### config.mk
export PLATFORM = sky130hd
export DESIGN_NAME = crs_cpu_reset_sequencer
export DESIGN_NICKNAME = d
export VERILOG_FILES = /design/src/crs_pkg.sv /design/src/crs_sync_if.sv /design/src/crs_reset_sync.sv /design/src/crs_cpu_reset_sequencer.sv
export SDC_FILE = /design/constraint.sdc
export NUM_CORES = 1
export LEC_CHECK = 0
export ABC_AREA = 1
export BUFFER_PORTS_ARGS = -buffer_cell sky130_fd_sc_hd__buf_2
export CAP_MARGIN = 20
export CORE_MARGIN = 2
export CORE_UTILIZATION = 50
export DETAILED_ROUTE_END_ITERATION = 8
export PLACE_DENSITY = 0.73
export REMOVE_ABC_BUFFERS = 1
export SLEW_MARGIN = 20
export SYNTH_ARGS = -nofsm -noshare
export SYNTH_HDL_FRONTEND = slang
export SYNTH_SLANG_ARGS = --single-unit
### constraint.sdc
create_clock -name clock_in -period 1.4 [get_ports clock_in]
set_clock_uncertainty 0.2 [all_clocks]
set_input_delay 0.07 -clock clock_in [delete_from_list [all_inputs] [get_ports clock_in]]
set_output_delay 0.07 -clock clock_in [all_outputs]
set_load 0.01 [all_outputs]
### src/crs_pkg.sv
// Purpose: shared constants for the cpu reset sequencer
// Assumes: one bus clock, reset pin sampled on its falling edges
// Notes:   release times are kept in half bus cycles to hold the .5 figures exactly
package crs_pkg;
    // release-to-event times in half bus clock cycles; the low time is in whole cycles
    localparam int CRS_FETCH_HALF = 7;   // first fetch at 3.5 cycles
    localparam int CRS_RISE_HALF  = 23;  // first peripheral clock rise at 11.5 cycles
    localparam int CRS_LOW_MIN    = 4;   // least low cycles before that rise
    localparam int CRS_SYNC_HALF  = 3;   // two falling-edge flops plus the half to a rising edge
    localparam int CRS_FETCH_CYC  = (CRS_FETCH_HALF - CRS_SYNC_HALF) / 2;
    localparam int CRS_RISE_CYC   = (CRS_RISE_HALF - CRS_SYNC_HALF) / 2;
    localparam int CRS_CNT_W      = 4;
    localparam int CRS_DIV_W      = 2;   // half period of the divide-by-eight clock is 4
    localparam int CRS_CTRL_W     = 4;

    typedef enum logic [1:0] {
        CRS_ST_DORMANT = 2'b00,
        CRS_ST_WAIT    = 2'b01,
        CRS_ST_RUN     = 2'b11,
        CRS_ST_GRANT   = 2'b10
    } crs_state_t;
endpackage

### src/crs_sync_if.sv
// Purpose: carries the synchronised run level from the reset synchroniser
// Assumes: run is high only while the reset pin is released
// Notes:   run rises on falling edges of the bus clock and falls at once when the reset pin is asserted
`timescale 1ns/100ps
interface crs_sync_if;
    logic run;
    modport src (output run);
    modport dst (input run);
endinterface

### src/crs_reset_sync.sv
// Purpose: two-stage reset synchroniser on falling bus clock edges
// Assumes: nrst_in may change at any time
// Notes:   assertion is immediate, release takes two falling edges
`timescale 1ns/100ps
module crs_reset_sync
    import crs_pkg::*;
(
    // clock and reset
    input  wire logic clock_in,
    input  wire logic nrst_in,
    // synchronised level
    crs_sync_if.src   sif
);
    typedef struct packed {
        logic s1;
        logic s2;
    } crs_sync_t;

    crs_sync_t sync_r;
    crs_sync_t sync_nxt;

    always_comb
    begin
        sync_nxt    = sync_r;
        sync_nxt.s1 = 1'b1;          // [RULE_10]
        sync_nxt.s2 = sync_r.s1;     // first stage feeds only this flop [RULE_10]
    end

    // falling edge sampling of the released reset [RULE_04]
    always_ff @(negedge clock_in or negedge nrst_in)
    begin
        if (!nrst_in)
            sync_r <= '0;
        else
            sync_r <= sync_nxt;
    end

    assign sif.run = sync_r.s2;
endmodule

### src/crs_cpu_reset_sequencer.sv
// Purpose: reset sequencing of a processor core: dormancy, bus float,
//          first fetch timing and peripheral clock resynchronisation
// Assumes: clock_in is the system bus clock; bus request pin is asynchronous
// Notes:   outputs are cleared at once by the reset pin, release is synchronised
//
// Behaviour
// RULE_01 - while reset is held, abort all activity and stay dormant
// RULE_02 - during reset float address and data, drive bus controls inactive
// RULE_03 - peripheral clock goes low on reset, then runs at bus clock over eight
// RULE_04 - reset pin may be asynchronous; sample it on falling bus clock edges
// RULE_05 - reset source holds reset low over five stable clock cycles
// RULE_06 - first instruction fetch comes 3.5 bus cycles after reset release
// RULE_07 - peripheral clock first rises 11.5 cycles after release, low four before
// RULE_08 - bus request active at release grants the bus instead of fetching
// RULE_09 - peripheral clock resynchronisation keeps its timing even when granting
// RULE_10 - reset passes a multi-stage falling-edge synchroniser before use
`timescale 1ns/100ps
module crs_cpu_reset_sequencer
    import crs_pkg::*;
#(
    parameter int CTRL_W = CRS_CTRL_W
)
(
    // clock and reset
    input  wire logic              clock_in,
    input  wire logic              nrst_in,
    // bus request from external masters
    input  wire logic              external_bus_request_n_in,
    // peripheral clock
    output logic                   peripheral_clock_out,
    // core sequencing
    output logic                   fetch_start_out,
    output logic                   bus_grant_out,
    // bus drivers
    output logic                   bus_drive_en_out,
    output logic [CTRL_W-1:0]      bus_ctrl_n_out
);
    typedef struct packed {
        crs_state_t                st;
        logic [CRS_CNT_W-1:0]      cnt;
        logic [CRS_DIV_W-1:0]      div;
        logic                      pclk;
        logic                      fetch;
        logic                      grant;
        logic                      drive;
        logic [CTRL_W-1:0]         ctrl_n;
        logic                      req_s1;
        logic                      req_s2;
    } crs_seq_t;

    localparam logic [CRS_CNT_W-1:0] FETCH_AT = CRS_CNT_W'(CRS_FETCH_CYC);
    localparam logic [CRS_CNT_W-1:0] RISE_AT  = CRS_CNT_W'(CRS_RISE_CYC);

    crs_sync_if sif ();
    crs_seq_t   seq_r;
    crs_seq_t   seq_nxt;

    crs_reset_sync u_sync
    (
        .clock_in (clock_in),
        .nrst_in  (nrst_in),
        .sif      (sif)
    );

    always_comb
    begin
        seq_nxt        = seq_r;
        seq_nxt.req_s1 = ~external_bus_request_n_in;
        seq_nxt.req_s2 = seq_r.req_s1;
        seq_nxt.fetch  = 1'b0;
        seq_nxt.ctrl_n = '1;
        if (!sif.run)
        begin
            // everything but the request flops held dormant until release is seen [RULE_01]
            seq_nxt.st    = CRS_ST_DORMANT;
            seq_nxt.cnt   = '0;
            seq_nxt.div   = '0;
            seq_nxt.pclk  = 1'b0;                  // [RULE_03]
            seq_nxt.grant = 1'b0;
            seq_nxt.drive = 1'b0;                  // [RULE_02]
        end
        else
        begin
            // resynchronisation runs the same whatever the bus does [RULE_09]
            if (seq_r.cnt <= RISE_AT)
                seq_nxt.cnt = CRS_CNT_W'(seq_r.cnt + 1'b1);
            if (seq_r.cnt == RISE_AT)
            begin
                seq_nxt.pclk = 1'b1;               // [RULE_07]
                seq_nxt.div  = '0;
            end
            else if (seq_r.cnt > RISE_AT)
            begin
                // divide by eight: toggle every fourth edge [RULE_03]
                seq_nxt.div = CRS_DIV_W'(seq_r.div + 1'b1);
                if (seq_r.div == '1)
                    seq_nxt.pclk = ~seq_r.pclk;
            end

            case (seq_r.st)
                CRS_ST_DORMANT:
                begin
                    // request flops are cleared in reset: first valid sample is one edge later
                    if (seq_r.cnt != '0)
                    begin
                        // request seen at release wins over the fetch [RULE_08]
                        if (seq_r.req_s2)
                        begin
                            seq_nxt.st    = CRS_ST_GRANT;
                            seq_nxt.grant = 1'b1;
                        end
                        else
                            seq_nxt.st = CRS_ST_WAIT;
                    end
                end
                CRS_ST_WAIT:
                begin
                    if (seq_r.cnt == FETCH_AT)
                    begin
                        seq_nxt.st        = CRS_ST_RUN;
                        seq_nxt.fetch     = 1'b1;  // [RULE_06]
                        seq_nxt.drive     = 1'b1;
                        seq_nxt.ctrl_n[0] = 1'b0;
                    end
                end
                CRS_ST_GRANT:
                begin
                    // bus stays floated until the requester lets go [RULE_08]
                    if (!seq_r.req_s2)
                    begin
                        seq_nxt.st        = CRS_ST_RUN;
                        seq_nxt.grant     = 1'b0;
                        seq_nxt.fetch     = 1'b1;
                        seq_nxt.drive     = 1'b1;
                        seq_nxt.ctrl_n[0] = 1'b0;
                    end
                end
                CRS_ST_RUN:
                    seq_nxt.st = CRS_ST_RUN;
                default:
                    seq_nxt.st = CRS_ST_DORMANT;
            endcase
        end
    end

    // pin reset clears at once so no control glitches active [RULE_01] [RULE_02]
    always_ff @(posedge clock_in or negedge nrst_in)
    begin
        if (!nrst_in)
        begin
            seq_r        <= '0;
            seq_r.st     <= CRS_ST_DORMANT;
            seq_r.ctrl_n <= '1;
        end
        else
            seq_r <= seq_nxt;
    end

    assign peripheral_clock_out = seq_r.pclk;
    assign fetch_start_out      = seq_r.fetch;
    assign bus_grant_out        = seq_r.grant;
    assign bus_drive_en_out     = seq_r.drive;
    assign bus_ctrl_n_out       = seq_r.ctrl_n;

    // checks
    localparam int RISE_LOW_D = CRS_RISE_CYC + 1 - CRS_LOW_MIN;
endmodule

; Word-level counts from Yosys, hierarchy flattened
; Cells that the tools add are included.
[classes]
order_cmp = 2
mux = 24
bitwise = 2
addsub = 2
n_eq_ne = 15
reduce_logical = 6
[ops]
columns = operator, count
row1 = $ne 3x3->1 const B, 8
row2 = $mux 2, 5
row3 = $mux 1, 9
row4 = $mux 3, 3
row5 = $mux 9, 1
row6 = $pmux 1 s2, 4
row7 = $pmux 2 s4, 1
row8 = $eq 2x2->1 const B, 3
row9 = $reduce_and 3->1, 2
row10 = $add 4x1->4 const B, 1
row11 = $eq 4x2->1 const B, 1
row12 = $eq 4x4->1 const B, 1
row13 = $gt 4x4->1 const B, 1
row14 = $le 4x4->1 const B, 1
row15 = $mux 4, 1
row16 = $reduce_and 4->1, 1
row17 = $reduce_bool 4->1, 1
row18 = $add 2x1->2 const B, 1
row19 = $eq 2x1->1 const B, 1
row20 = $logic_not 2->1, 1
row21 = $ne 2x2->1 const B, 1
row22 = $not 1->1, 2
row23 = $reduce_and 2->1, 1
[word_totals]
out_inout_bits = 8
in_bits = 3
elab_cells = 63
ff_bits = 17

; Logic depth before layout (Yosys ltp)
[depth]
word_depth = 5
ltp_mapped = 8
ltp_nobuf = 8

; Modules after synthesis
; Synthesis repeated with hierarchy kept, for this count alone.
[unflattened]
cells_unflattened = 104
hier_area_um2 = 903.4
[by_module_without_submodules]
columns = module, cells_per_inst, area_each_um2, instances
row1 = crs_cpu_reset_sequencer, 101, 849.6, 1
row2 = crs_reset_sync, 3, 53.8, 1

==> results.txt <==
----------------------------------------------------
[Run status]
  Outcome ... finished, violations left
  Failing checks ... negative setup slack

[Pwr]
  Leakage power of the design ... 0.5926 nW
  Relative contribution of the clock network to total power ... 16.7%
  Maximum ir drop on the vdd rail ... about 0.85 mV
  Proportion of power drawn by combinational gates ... ~42%
  Sw Ratio ... 38.20%
  Switching power total ... 0.5968 mW
  P_int ... 0.9654 mW
  Sequential fraction of design power ... 41.0%
  Cell Pwr Density ... 1311 mW/mm^2

[Critical path]
  Endpoint required time on the critical path ... around 1.4 ns
  Sum of buffers and inverters on the critical path ... 1
  Crit end category ... flop
  Worst path slowest cell ... sky130_fd_sc_hd__dfrtn_1
  Setup CP Type ... flop to flop
  Cells along the critical path ... buf_6 > nand3_4 > nand4_1 > nand2_1
  Crit-path max cell delay ... 0.50 ns
  Maximum fanout along the worst path ... 5
  Crit path launch type ... flop
  Data arrival at the endpoint of the critical path ... between 1.5 and 2 ns
  Largest delay share family, worst path ... flip-flops

[Synthesis]
  Sequential share of the synthesized area ... 46.52%
  Distinct cell type count of the synthesized netlist ... 24
  Flip-flop and latch count after synthesis ... 17
  Share of flip-flops with an asynchronous set or reset after synthesis ... between 90% and 100%
  Post-synthesis average cell area ... 9.455 um^2
  Count of flip-flops with a built-in enable after synthesis ... 0
  Count of mapped cells out of synthesis ... 97
  Ys Warns ... 0
  Syn Std Cell Area ... about 920 um^2
  Post-synth top flop ... sky130_fd_sc_hd__dfrtp_1

[Clock tree]
  Number of clock sinks ... 17
  Clock buffers created by TritonCTS ... 3
  Reg clk slew, reported paths ... 0.10 ns
  Clock buffer depth ... 2
  H-tree levels ... 1
  Clock tree root buffer cell ... sky130_fd_sc_hd__clkbuf_4
  TritonCTS clock tree ... done
  Skew-Pair Late Insertion Delay ... 0.29 ns

[GRT]
  Overall overflow remaining after global route ... 0
  Largest net degree at the start of global routing ... 11
  Vias in the first global route ... ~650
  Wire length of the first global-routing pass ... between 2 and 3 mm
  Total routing resource utilization after global routing ... 18.49%
  Number of antenna violations at the first check in global routing ... 0

[Drt]
  Remaining design rule violation count ... 0
  Post-detailed-route via-to-cell ratio ... 5.153
  Number of vias in the routed layout ... 742
  Routed length per placed instance ... 13.26 um
  Post-DRT Antenna Nets ... 0
  Number of search-and-repair iterations in the first detailed-routing pass ... 4
  Detailed-route wire length ... 1.909 mm
  Number of DRC violations after detailed-routing iteration 0 ... 10

[Floorplan]
  Placeable core region ... approximately 0.0017 mm^2
  Cell Rows ... 15
  Starting density of the core ... 53.12%
  DIE HEIGHT ... roughly 47 um
  Die area ... 0.002193 mm^2
  Number of top-level pins ... 11
  Chip width ... 46.83 um

[Final layout]
  Total Nets Final ... between 100 and 150
  Inserted Diodes ... 0
  Post-layout instance area ... roughly 0.0012 mm^2
  Proportion of layout cells with a drive suffix above 1 ... a little under two fifths
  Relative area change from synthesis to final layout ... 29.88%

[Place]
  Quantity of I/O buffers inserted on ports ... 7
  Worst slack at placement ... -0.5047 ns
  Placed Instance Area ... 0.001020 mm^2
  Post-detail-place hpwl ... 1.236 mm
  GPL Wtd Cong ... 0.9047

[STA]
  Count of final hold-check violations ... 0
  Setup TNS Final ... -6.264 ns
  Unrepaired setup endpoints after global routing ... true
  Hold_ws ... between 0.1 and 0.15 ns
  Max-slew violation count ... 0
  Crit path setup slack, layout ... -0.5436 ns
  Setup-failing EPs final ... 13

[Min path]
  HP Class ... input pin to async pin

[Job]
  Count of max-cap constraint violations ... 0

----------------------------------------------------
-- cells in the final DEF, fill, tap and decap left out, types with 2 or more instances in the layout --
master	count
sky130_fd_sc_hd__nand2_1	13
sky130_fd_sc_hd__o21ai_1	2
sky130_fd_sc_hd__conb_1	4
sky130_fd_sc_hd__nand3_1	7
sky130_fd_sc_hd__dfrtp_1	14
sky130_fd_sc_hd__nand4_1	4
sky130_fd_sc_hd__nand3_4	6
sky130_fd_sc_hd__a21oi_2	3
sky130_fd_sc_hd__buf_4	8
sky130_fd_sc_hd__dfrtn_1	2
sky130_fd_sc_hd__buf_2	7
sky130_fd_sc_hd__inv_1	11
sky130_fd_sc_hd__o21ai_2	3
sky130_fd_sc_hd__ha_1	7
sky130_fd_sc_hd__nand2_2	4
sky130_fd_sc_hd__buf_6	3
sky130_fd_sc_hd__clkbuf_4	3
sky130_fd_sc_hd__a21oi_1	3
sky130_fd_sc_hd__inv_2	2
sky130_fd_sc_hd__dlygate4sd3_1	2
-- synthesized netlist by cell type, types with 2 or more instances --
master	instances	area (um^2)
sky130_fd_sc_hd__dfrtp_1	14	350.3
sky130_fd_sc_hd__dfrtn_1	2	50.05
sky130_fd_sc_hd__nand2_1	17	63.81
sky130_fd_sc_hd__a21oi_1	6	30.03
sky130_fd_sc_hd__nand4_1	4	25.02
sky130_fd_sc_hd__ha_1	7	87.58
sky130_fd_sc_hd__nand3_2	4	40.04
sky130_fd_sc_hd__nand3_1	9	45.04
sky130_fd_sc_hd__inv_1	11	41.29
sky130_fd_sc_hd__buf_4	5	37.54
sky130_fd_sc_hd__o21ai_1	4	20.02
sky130_fd_sc_hd__inv_2	2	7.510
-- final timing paths --
path / from / endpoint / slack [ns] / cells past startpoint
worst max-delay path: u_sync.sif.run$_DFF_NN0_ / seq_r[17]$_DFFE_PN0P_ / -0.54 / 4
worst min-delay path: nrst_in / seq_r[0]$_DFF_PN0_ / 0.10 / 3
worst max register to register: u_sync.sif.run$_DFF_NN0_ / seq_r[17]$_DFFE_PN0P_ / -0.54 / 4
worst min register to register: u_sync.sync_nxt[0]$_DFF_NN0_ / u_sync.sif.run$_DFF_NN0_ / 0.10 / 0
max in group asynchronous: nrst_in / u_sync.sync_nxt[0]$_DFF_NN0_ / 0.33 / 2
min in group clock_in: u_sync.sync_nxt[0]$_DFF_NN0_ / u_sync.sif.run$_DFF_NN0_ / 0.10 / 0
-- area by class of cell --
| type | count | area (um^2) |
|---|---|---|
| inverters | 13 | 48.80 |
| multi-input cells | 64 | 495.5 |
| clock inverters | 1 | 5.005 |
| flip-flops and latches | 17 | 426.7 |
| well taps | 25 | 31.28 |
| repair buffers | 21 | 161.4 |
| clock buffers | 3 | 22.52 |
| fillers | 144 | 535.5 |
-- registers in the layout, indices dropped and copies added, names as in the netlist --
name	cells
seq_r	9
bus_drive_en_out	1
peripheral_clock_out	1
seq_nxt	1
fetch_start_out	1
bus_ctrl_n_out	1
bus_grant_out	1
u_sync.sync_nxt	1
u_sync.sif.run	1
-- metrics by stage --
stage	total power, mW	util [%]	cells
after floorplan	0.9765	-	94
after global placement	1.138	59.06	135
after detailed placement	1.152	59.06	135
after CTS	1.465	65.72	143
after global routing	1.672	68.99	144
final	1.562	68.99	144
-- layer usage --
layer	up-vias	global-route usage (%)	part of all wire (%)
li1	360	-	-
met3	4	3.846	2.5
met1	358	23.86	44
met5	-	0	0
met2	20	30.14	52
met4	0	7.778	1.1
-- timing repair --
item / in CTS / in global routing
buffers inserted: 1 / 2
cloned: 0 / 0
resized for setup: 10 / 11
setup endpoints to repair: 13 / 22
endpoints found under the hold margin: 16 / 0
pin swaps: 7 / 8
hold buffers: 3 / 0
-- cell families after synthesis --
kind of cell    share of synthesized area [%]
mux                                     1.091
fa+ha+maj                               9.549
compound gates                          7.231
simple gates                            24.28
flops                                   46.52
xor+xnor                               0.9552
other cells                            0.4089
buf+inv                                 9.959
-- tightest hold or removal path: cells and delay by family --
family                 cells  cell delay [ns]
buffers and inverters      3             0.87
-- power by group through the flow --
stage / combinational (mW) / clock [mW] / sequential [mW]
after global routing: 0.727 / 0.291 / 0.653
after CTS: 0.559 / 0.266 / 0.639
final: 0.661 / 0.260 / 0.641
after floorplan: 0.308 / 0 / 0.669
after global placement: 0.497 / 0 / 0.641
after detailed placement: 0.504 / 0 / 0.648
Power figures use the tool's default switching activity.
